<file path="config.mk">
export PLATFORM = sky130hd
export DESIGN_NAME = speed_ramp_generator
export DESIGN_NICKNAME = d
export VERILOG_FILES = /design/src/rtl/ramp_pkg.sv /design/src/rtl/ramp_div.sv /design/src/rtl/speed_ramp_generator.sv
export VERILOG_INCLUDE_DIRS = /design/src /design/src/rtl
export SDC_FILE = /design/constraint.sdc
export NUM_CORES = 2
export LEC_CHECK = 0
export ABC_AREA = 0
export BUFFER_PORTS_ARGS = -buffer_cell sky130_fd_sc_hd__clkbuf_2
export CAP_MARGIN = 5
export CORE_ASPECT_RATIO = 1.1
export CORE_MARGIN = 2
export CORE_UTILIZATION = 55
export CTS_CLUSTER_SIZE = 30
export DETAILED_ROUTE_END_ITERATION = 7
export PLACE_DENSITY = 0.76
export SKIP_LAST_GASP = 1
export SYNTH_ARGS = -nofsm -noshare
export SYNTH_HDL_FRONTEND = slang
export SYNTH_SLANG_ARGS = --single-unit
</file>
<file path="constraint.sdc">
create_clock -name CORE_CLK -period 29.2 [get_ports CORE_CLK]
set_input_delay 4.38 -clock CORE_CLK [delete_from_list [all_inputs] [get_ports CORE_CLK]]
set_output_delay 4.38 -clock CORE_CLK [all_outputs]
set_load 0.03 [all_outputs]
</file>
<file path="src/rtl/ramp_cfg.svh">
`ifndef RAMP_CFG_SVH
`define RAMP_CFG_SVH

// register byte offsets
`define REG_TARGET 8'h00
`define REG_FLOOR 8'h04
`define REG_RISE 8'h08
`define REG_FALL 8'h0c
`define REG_SROUND 8'h10
`define REG_BAND 8'h14
`define REG_CTRL 8'h18
`define REG_OUTPUT 8'h1c
`define REG_STATUS 8'h20

// control field positions
`define CTRL_MAG_RATES 0
`define CTRL_AUTO_RESTART 1
`define CTRL_STANDSTILL 2
`define CTRL_FREEZE 3
`define CTRL_REMOTE_EN 4
`define CTRL_REMOTE_CMD 5
`define CTRL_WIDTH 6

// reset values (speed on network scale, 16'h7fff = 120 % speed)
`define RST_TARGET 16'h0000
`define RST_FLOOR 16'h0000
`define RST_RISE_DS 13'h0064
`define RST_FALL_DS 13'h0064
`define RST_SROUND 14'h01f4
`define RST_BAND 15'h0088
`define RST_CTRL 6'h03

// 100 % speed in network counts
`define FULL_SPEED 48'h6aaa
// rounding stretch: time * (20000 + 7 * s) / 20000, s in 0.01 %
`define SR_BASE 15'h4e20
`define SR_SLOPE 15'h0007
`define SR_SCALE 48'h4e20

// timing
`define CLK_PERIOD_NS 10
`define TICK_PERIOD_US 1000
`define DECISEC_NS 100000000

`endif

</file>
<file path="src/rtl/ramp_pkg.sv">
`default_nettype none
package ramp_pkg;
   typedef enum logic [1:0] {
      MODE_RAMP = 2'b00,
      MODE_HOLD = 2'b01,
      MODE_RESET = 2'b11
   } ramp_mode_e;
   typedef logic signed [15:0] speed_t;
endpackage
`default_nettype wire

</file>
<file path="src/rtl/ramp_div.sv">
`default_nettype none
module ramp_div #(
   parameter int W = 48
) (
   input wire logic clk,
   input wire logic rst_n,
   input wire logic start,
   input wire logic [W-1:0] numer,
   input wire logic [W-1:0] denom,
   output logic done,
   output logic [W-1:0] quot
);
   logic [W:0] rem;
   logic [W-1:0] shq;
   logic [W-1:0] den;
   logic [6:0] cnt;
   logic busy;
   logic [W:0] trial;

   assign trial = {rem[W-1:0], shq[W-1]} - {1'b0, den};

   always_ff @(posedge clk) begin
      if (!rst_n) begin
         busy <= 1'b0;
         cnt <= 7'h00;
         rem <= '0;
         shq <= '0;
         den <= '0;
      end else if (start && !busy) begin
         busy <= 1'b1;
         cnt <= 7'(W);
         rem <= '0;
         shq <= numer;
         den <= denom;
      end else if (busy) begin
         if (!trial[W]) begin
            rem <= trial;
         end else begin
            rem <= {rem[W-1:0], shq[W-1]};
         end
         shq <= {shq[W-2:0], !trial[W]};
         cnt <= cnt - 7'h01;
         if (cnt == 7'h01) begin
            busy <= 1'b0;
         end
      end
   end

   // result only moves when a division completes
   always_ff @(posedge clk) begin
      if (!rst_n) begin
         quot <= '0;
         done <= 1'b0;
      end else begin
         done <= busy && (cnt == 7'h01);
         if (busy && (cnt == 7'h01)) begin
            quot <= {shq[W-2:0], !trial[W]};
         end
      end
   end
endmodule
`default_nettype wire

</file>
<file path="src/rtl/speed_ramp_generator.sv">
// Design decisions made here: the plain strobed port and the register addresses.
`include "ramp_cfg.svh"
`default_nettype none
module speed_ramp_generator
   import ramp_pkg::*;
#(
   parameter int TICK_CYCLES =
      `TICK_PERIOD_US * 1000 / `CLK_PERIOD_NS
) (
   input wire logic CORE_CLK,
   input wire logic RST_N,
   input wire logic [7:0] ADDR,
   input wire logic [31:0] WR_DATA,
   input wire logic WR_STB,
   input wire logic RD_STB,
   output logic [31:0] RD_DATA,
   input wire logic DRIVE_ENABLE,
   input wire logic ZERO_SPEED,
   output logic signed [15:0] RAMP_OUT,
   output logic SLEWING
);
   localparam int TICKS_PER_DS =
      (`DECISEC_NS / `CLK_PERIOD_NS) / TICK_CYCLES;
   localparam int TW = $clog2(TICK_CYCLES + 1);

   function automatic logic [15:0] mag16(input logic signed [15:0] v);
      logic [15:0] r;
      r = v[15] ? 16'(-v) : 16'(v);
      if (v == 16'sh8000) begin
         r = 16'h7fff;
      end
      return r;
   endfunction

   function automatic logic [47:0] ramp_den(input logic [12:0] t,
                                            input logic [13:0] s);
      logic [47:0] d;
      // widen before the sum: 7 * s alone overflows 15 bits at 100 %
      d = 48'(t == 13'h0000 ? 13'h0001 : t) *
          (48'(`SR_BASE) + 48'(`SR_SLOPE) * 48'(s)) *
          48'(TICKS_PER_DS);
      return d;
   endfunction

   function automatic logic [31:0] sat_step(input logic [47:0] q);
      return (q[47:31] != 17'h00000) ? 32'h7fffffff : q[31:0];
   endfunction

   // registers written by the network master
   speed_t target;
   speed_t floor_set;
   logic [12:0] rise_ds;
   logic [12:0] fall_ds;
   logic [13:0] s_round;
   logic [14:0] band;
   logic [`CTRL_WIDTH-1:0] ctrl;

   always_ff @(posedge CORE_CLK) begin
      if (!RST_N) begin
         target <= `RST_TARGET;
         floor_set <= `RST_FLOOR;
         rise_ds <= `RST_RISE_DS;
         fall_ds <= `RST_FALL_DS;
         s_round <= `RST_SROUND;
         band <= `RST_BAND;
         ctrl <= `RST_CTRL;
      end else if (WR_STB) begin
         case (ADDR)
            `REG_TARGET: target <= WR_DATA[15:0];
            `REG_FLOOR: floor_set <= WR_DATA[15:0];
            `REG_RISE: rise_ds <= WR_DATA[12:0];
            `REG_FALL: fall_ds <= WR_DATA[12:0];
            // above 100.00 % rounding is held at 100.00 %
            `REG_SROUND: s_round <= (WR_DATA[13:0] > 14'h2710) ?
                                    14'h2710 : WR_DATA[13:0];
            `REG_BAND: band <= WR_DATA[14:0];
            `REG_CTRL: ctrl <= WR_DATA[`CTRL_WIDTH-1:0];
            default: ;
         endcase
      end
   end

   // control tick
   logic [TW-1:0] tick_cnt;
   logic tick;
   assign tick = (tick_cnt == TW'(TICK_CYCLES - 1));

   always_ff @(posedge CORE_CLK) begin
      if (!RST_N) begin
         tick_cnt <= '0;
      end else if (tick) begin
         tick_cnt <= '0;
      end else begin
         tick_cnt <= tick_cnt + TW'(1);
      end
   end

   // step sizes, recomputed every tick so setting changes take effect
   logic [47:0] rise_q;
   logic [47:0] fall_q;
   logic [31:0] rise_step;
   logic [31:0] fall_step;

   ramp_div #(.W(48)) u_rise (
      .clk(CORE_CLK),
      .rst_n(RST_N),
      .start(tick),
      .numer(`FULL_SPEED * 48'h10000 * `SR_SCALE),
      .denom(ramp_den(rise_ds, s_round)),
      .done(),
      .quot(rise_q)
   );

   ramp_div #(.W(48)) u_fall (
      .clk(CORE_CLK),
      .rst_n(RST_N),
      .start(tick),
      .numer(`FULL_SPEED * 48'h10000 * `SR_SCALE),
      .denom(ramp_den(fall_ds, s_round)),
      .done(),
      .quot(fall_q)
   );

   assign rise_step = sat_step(rise_q);
   assign fall_step = sat_step(fall_q);

   // enable edge is remembered until the next tick
   logic enable_d;
   logic start_pend;

   always_ff @(posedge CORE_CLK) begin
      if (!RST_N) begin
         enable_d <= 1'b0;
         start_pend <= 1'b0;
      end else begin
         enable_d <= DRIVE_ENABLE;
         if (DRIVE_ENABLE && !enable_d) begin
            start_pend <= 1'b1;
         end else if (tick) begin
            start_pend <= 1'b0;
         end
      end
   end

   // floor clamp on the target, only while enabled
   logic [15:0] floor_mag;
   speed_t floor_val;
   speed_t tgt;
   assign floor_mag = mag16(floor_set);
   assign floor_val = target[15] ? 16'(-floor_mag) : 16'(floor_mag);
   assign tgt = (DRIVE_ENABLE && mag16(target) < floor_mag) ?
                floor_val : target;

   logic reset_req;
   logic mag_rates;
   logic freeze;
   assign mag_rates = ctrl[`CTRL_MAG_RATES];
   assign freeze = ctrl[`CTRL_FREEZE];
   assign reset_req =
      (ctrl[`CTRL_REMOTE_EN] && ctrl[`CTRL_REMOTE_CMD]) ||
      (ctrl[`CTRL_AUTO_RESTART] && start_pend) ||
      (ctrl[`CTRL_STANDSTILL] && ZERO_SPEED);

   ramp_mode_e mode;
   always_comb begin
      if (reset_req) begin
         mode = MODE_RESET;
      end else if (freeze) begin
         mode = MODE_HOLD;
      end else begin
         mode = MODE_RAMP;
      end
   end

   // output accumulator: 16 bits of speed over 16 bits of fraction
   logic signed [31:0] acc;
   logic signed [31:0] tgt_acc;
   logic up;
   logic grows;
   logic [31:0] sel_step;
   logic signed [32:0] sum;
   logic signed [31:0] next_acc;

   assign RAMP_OUT = acc[31:16];
   assign tgt_acc = {tgt, 16'h0000};
   assign up = tgt_acc > acc;
   // magnitude grows when moving away from zero
   assign grows = acc[31] ? !up : up;
   assign sel_step = (mag_rates ? grows : up) ?
                     rise_step : fall_step;

   always_comb begin
      sum = up ? 33'(acc) + 33'(sel_step) : 33'(acc) - 33'(sel_step);
      if (up) begin
         next_acc = (sum > 33'(tgt_acc)) ? tgt_acc : 32'(sum);
      end else begin
         next_acc = (sum < 33'(tgt_acc)) ? tgt_acc : 32'(sum);
      end
   end

   always_ff @(posedge CORE_CLK) begin
      if (!RST_N) begin
         acc <= 32'sh00000000;
      end else if (tick) begin
         case (mode)
            MODE_RESET: acc <= {floor_val, 16'h0000};
            MODE_HOLD: acc <= acc;
            MODE_RAMP: acc <= next_acc;
            default: acc <= acc;
         endcase
      end
   end

   logic signed [16:0] err;
   logic [16:0] err_mag;
   assign err = 17'(RAMP_OUT) - 17'(tgt);
   assign err_mag = err[16] ? 17'(-err) : 17'(err);

   always_ff @(posedge CORE_CLK) begin
      if (!RST_N) begin
         SLEWING <= 1'b0;
      end else begin
         SLEWING <= (mode == MODE_RAMP) && (err_mag > 17'(band));
      end
   end

   // read port: data only in the cycle after the strobe
   always_ff @(posedge CORE_CLK) begin
      if (!RST_N) begin
         RD_DATA <= 32'h00000000;
      end else if (RD_STB) begin
         case (ADDR)
            `REG_TARGET: RD_DATA <= {16'h0000, target};
            `REG_FLOOR: RD_DATA <= {16'h0000, floor_set};
            `REG_RISE: RD_DATA <= {19'h00000, rise_ds};
            `REG_FALL: RD_DATA <= {19'h00000, fall_ds};
            `REG_SROUND: RD_DATA <= {18'h00000, s_round};
            `REG_BAND: RD_DATA <= {17'h00000, band};
            `REG_CTRL: RD_DATA <= {26'h0000000, ctrl};
            `REG_OUTPUT: RD_DATA <= {16'h0000, RAMP_OUT};
            `REG_STATUS: RD_DATA <= {28'h0000000, mode, freeze, SLEWING};
            default: RD_DATA <= 32'h00000000;
         endcase
      end else begin
         RD_DATA <= 32'h00000000;
      end
   end

   remote_reset_a: assert property (
      @(posedge CORE_CLK) disable iff (!RST_N)
      tick && ctrl[4] && ctrl[5] |=> RAMP_OUT == $past(floor_val))
      else $error("remote restart did not load floor");

   resume_a: assert property (
      @(posedge CORE_CLK) disable iff (!RST_N)
      tick && mode == MODE_RAMP && up && rise_step != 0 &&
      fall_step != 0 |=> acc > $past(acc))
      else $error("ramp did not move toward target");

   floor_clamp_a: assert property (
      @(posedge CORE_CLK) disable iff (!RST_N)
      DRIVE_ENABLE |-> mag16(tgt) >= floor_mag)
      else $error("clamped target below floor");

   freeze_hold_a: assert property (
      @(posedge CORE_CLK) disable iff (!RST_N)
      tick && freeze && !reset_req |=> $stable(acc))
      else $error("output moved while frozen");

   start_reset_a: assert property (
      @(posedge CORE_CLK) disable iff (!RST_N)
      tick && ctrl[1] && start_pend |=> RAMP_OUT == $past(floor_val))
      else $error("start did not reset to floor");

   stop_no_reset_a: assert property (
      @(posedge CORE_CLK) disable iff (!RST_N)
      $fell(DRIVE_ENABLE) && !start_pend |=> !start_pend)
      else $error("disabling latched a restart");

   slew_flag_a: assert property (
      @(posedge CORE_CLK) disable iff (!RST_N)
      freeze |=> !SLEWING)
      else $error("slewing reported while frozen");

   no_overshoot_a: assert property (
      @(posedge CORE_CLK) disable iff (!RST_N)
      tick && mode == MODE_RAMP && up |=> acc <= $past(tgt_acc))
      else $error("ramp overshot target");

   rate_select_a: assert property (
      @(posedge CORE_CLK) disable iff (!RST_N)
      !mag_rates && !up |-> sel_step == fall_step)
      else $error("two quadrant fall rate not used");

   quad_select_a: assert property (
      @(posedge CORE_CLK) disable iff (!RST_N)
      mag_rates && acc[31] && !up |-> sel_step == rise_step)
      else $error("negative growth did not use rise rate");

   standstill_a: assert property (
      @(posedge CORE_CLK) disable iff (!RST_N)
      tick && ctrl[2] && ZERO_SPEED |=> RAMP_OUT == $past(floor_val))
      else $error("standstill restart ignored");

   step_bound_a: assert property (
      @(posedge CORE_CLK) disable iff (!RST_N)
      tick && mode == MODE_RAMP && up |=>
      acc - $past(acc) <= $signed({1'b0, $past(sel_step)}))
      else $error("ramp step larger than rate");

   band_flag_a: assert property (
      @(posedge CORE_CLK) disable iff (!RST_N)
      mode == MODE_RAMP && err_mag > 17'(band) |=> SLEWING)
      else $error("slewing not reported above band");

   tick_only_a: assert property (
      @(posedge CORE_CLK) disable iff (!RST_N)
      !tick |=> $stable(acc))
      else $error("output moved between ticks");
endmodule
`default_nettype wire

</file>
==> run_results.csv <==
group,metric,value,unit
place,post-place-ws,13.91,ns
clock_network,clock_path_buffers,3,
sta,drv_slew,0,
place,place_hpwl,105,mm
clock_network,cts_tree,"done",
routing,firstDrtPassIters,8,
sta,skew,0.0671,ns
synthesis,synthesis.area,55100,µm²
clock_network,cts_resized,0,
clock_network,clk_latency,0.68,ns
global_routing,grt_antenna_before_repair,2,
final_layout,fin_area,58200,µm²
pwr,pwr_density_cell,45.2,nW/µm²
floorplan,rows,121,
clock_network,cts_max_level,2,
final_layout,n_antenna_cell,0,
final_layout,final_cells,7947,
final_layout,num-nets-final,7665,
worst_setup_path,path_class,"in -> reg",
clock_network,cts_sinks,540,
sta,fin_ws,14.44,ns
outcome,failed_checks,"design-rule violations",
sta,hold_slack,0.425,ns
floorplan,dieArea,103000,µm²
worst_setup_path,endpoint_kind,"flop",
routing,vias_per_cell,5.89,
floorplan,dieWidth,306,µm
hold_path,hold_path_class,"reg -> reg",
sta,tightest_slew,1.34,ns
global_routing,grt_max_degree,99,
worst_setup_path,slowest_stage,"o31a_1",
synthesis,synth-seq-cells,540,
synthesis,syn-mean-instance-area,8.11,µm²
pwr,finalPower,2.63,mW
final_layout,post-route-util,58.7,%
routing,antenna_left,0,
worst_setup_path,slowest_delay,0.71,ns
global_routing,grt_pass1_wl,234,mm
clock_network,cts_made_buffers,59,
floorplan,io_pins,95,
synthesis,yosys_warnings,0,
sta,min_period,14.76,ns
final_layout,area_growth,5.59,%
worst_setup_path,cp-start-kind,"input port",
synthesis,synth_area_leader_cell,"dfxtp_1",
floorplan,fp.dieH,336,µm
place,portBuffers,62,
clock_network,postCtsSetupRepairBufs,0,
routing,routed_wl,141,mm
synthesis,synthCells,6803,
synthesis,ys_types,103,
sta,setup_viol_count_final,0,
global_routing,overflow,0,
clock_network,cts_hold_buf,0,
place,place_area,56100,µm²
synthesis,synthFlopType,"dfxtp_1",
run,cap_violations,0,
final_layout,layout-drive-gt1-share,4.70,%
sta,grt_setup_unrepaired,"false",
sta,min_period_over_period,50.6,%
synthesis,ys_seq_area_share,19.6,%
sta,max_freq,0.0677,GHz
synthesis,synth.area.top_cells,"dfxtp_1 20%, fa_1 15%, ha_1 13%",
routing,routedWlPerCell,17.7,µm
sta,finalSetupTns,0,ns
place,place.gp.congestion,0.950,
synthesis,synth-edff-count,0,
floorplan,core-area,99200,µm²
pwr,leakage,26.4,nW
pwr,irDropWorstVdd,0.000118,V
routing,num_vias,46842,
sta,slew_headroom,9.37,%
global_routing,grtUsageTotal,27.5,%
worst_setup_path,crit_required,29.72,ns
synthesis,synthArstFlopShare,0,%
floorplan,start_util,55.6,%
outcome,status,"finished with violations",
global_routing,first_global_vias,46683,
clock_network,clk_pin_slew,0.07,ns
synthesis,synth_top_area_share,19.6,%
worst_setup_path,crit_fanout,38,
routing,drc_errors,4,
worst_setup_path,path_common_cell,"ha_1",
clock_network,root_buffer,"clkbuf_16",
worst_setup_path,cp.arrival,15.29,ns
place,dpl.cell_count,7838,
routing,drt_iter0_drc,3555,
sta,final_hold_viol_count,0,
## report_power, final
group | switching [mW] | total [mW] | internal, mW
registers | 0.00131 | 0.738 | 0.737
logic | 0.615 | 1.08 | 0.467
clock network | 0.334 | 0.810 | 0.475
## final timing paths
kind / start / endpoint / slack (ns) / cells past startpoint
worst max-delay path: DRIVE_ENABLE / acc[17]$_SDFFE_PN0P_ / 14.44 / 42
worst min register to register: enable_d$_SDFF_PN0_ / start_pend$_SDFFE_PN0P_ / 0.42 / 1
worst max register to register: floor_set[2]$_SDFFE_PN0P_ / acc[17]$_SDFFE_PN0P_ / 15.44 / 49
worst min-delay path: enable_d$_SDFF_PN0_ / start_pend$_SDFFE_PN0P_ / 0.42 / 1
## metal layers
| metal | share of wire [%] | track usage (%) | up-vias |
|---|---|---|---|
| met5 | 0.0092 | 0 | - |
| met4 | 5.2 | 13.5 | 2 |
| met3 | 5.9 | 2.97 | 390 |
| met2 | 48 | 48.2 | 1527 |
| met1 | 41 | 33.7 | 22474 |
| li1 | - | - | 22449 |
## cells by family (layout without fill, tap and decap cells)
kind of cell	count (synthesis)	after routing	share of synthesized area (%)
AO/OA/AOI/OAI	1420	1420	16.6
multiplexers	177	177	3.29
flip-flops	540	540	19.6
adder cells (fa/ha/maj)	1012	1012	28.7
AND/OR/NAND/NOR	2220	2220	18.7
XOR/XNOR	328	328	5.22
buffers and inverters	1105	943	7.85
other	1	16	0.00680
## registers in the layout (all words and copies together) (netlist names), 14 cells and up
register,count
u_rise.rem,48
u_rise.den,39
u_fall.rem,48
band,15
u_rise.quot,48
u_rise.shq,48
acc,32
tick_cnt,17
s_round,14
u_fall.quot,48
u_fall.shq,48
RD_DATA,16
u_fall.den,36
target,16
floor_set,16
## placed cells by master, fill, tap and decap left out, types with 145 or more instances in the layout
cell / count
mux2i_1: 152
a21oi_1: 468
xor2_1: 145
dfxtp_1: 538
nand2_1: 980
and2_1: 151
o21ai_0: 244
xnor2_1: 173
fa_1: 425
nor2_1: 433
inv_1: 727
ha_1: 586
## cells in the mapped netlist (12+ instances only)
master,number
nor2b_1,74
inv_1,728
buf_4,35
dfxtp_1,540
a31oi_1,46
o21ai_0,244
nor2_1,434
or3_1,49
xnor2_1,178
o21a_1,51
mux2_2,20
a22oi_1,12
o31ai_1,47
and3_1,35
o21ai_1,23
nand2b_1,87
o31a_1,12
fa_1,425
nor3_1,103
a211oi_1,58
a21o_1,109
nand3b_1,18
nand2_1,982
o21bai_1,35
buf_2,24
a222oi_1,16
or4_1,19
a21boi_0,91
nand3_1,106
nor4_1,41
or2_2,16
xor2_1,149
nand4_1,43
a21oi_1,468
o211ai_1,39
clkbuf_1,303
a221oi_1,16
and2_1,151
ha_1,586
mux2i_1,152
and4_1,12
## cell type report
class	count	area (µm²)
multi-input cells	5173	40300
clock inverters	28	392
repair buffers	106	647
inverters	728	2740
fillers	8714	40900
clock buffers	81	1750
well taps	1291	1620
flip-flops and latches	540	10800
## worst max-delay path: cells and delay by family
kind            cells  cell delay (ns)
compound gates     17             4.55
xor+xnor            2             0.54
fa+ha+maj           4             1.27
buf+inv             4             0.64
mux                 2             1.03
simple gates       13             2.85
No activity file was read; power rests on OpenSTA's default activity.
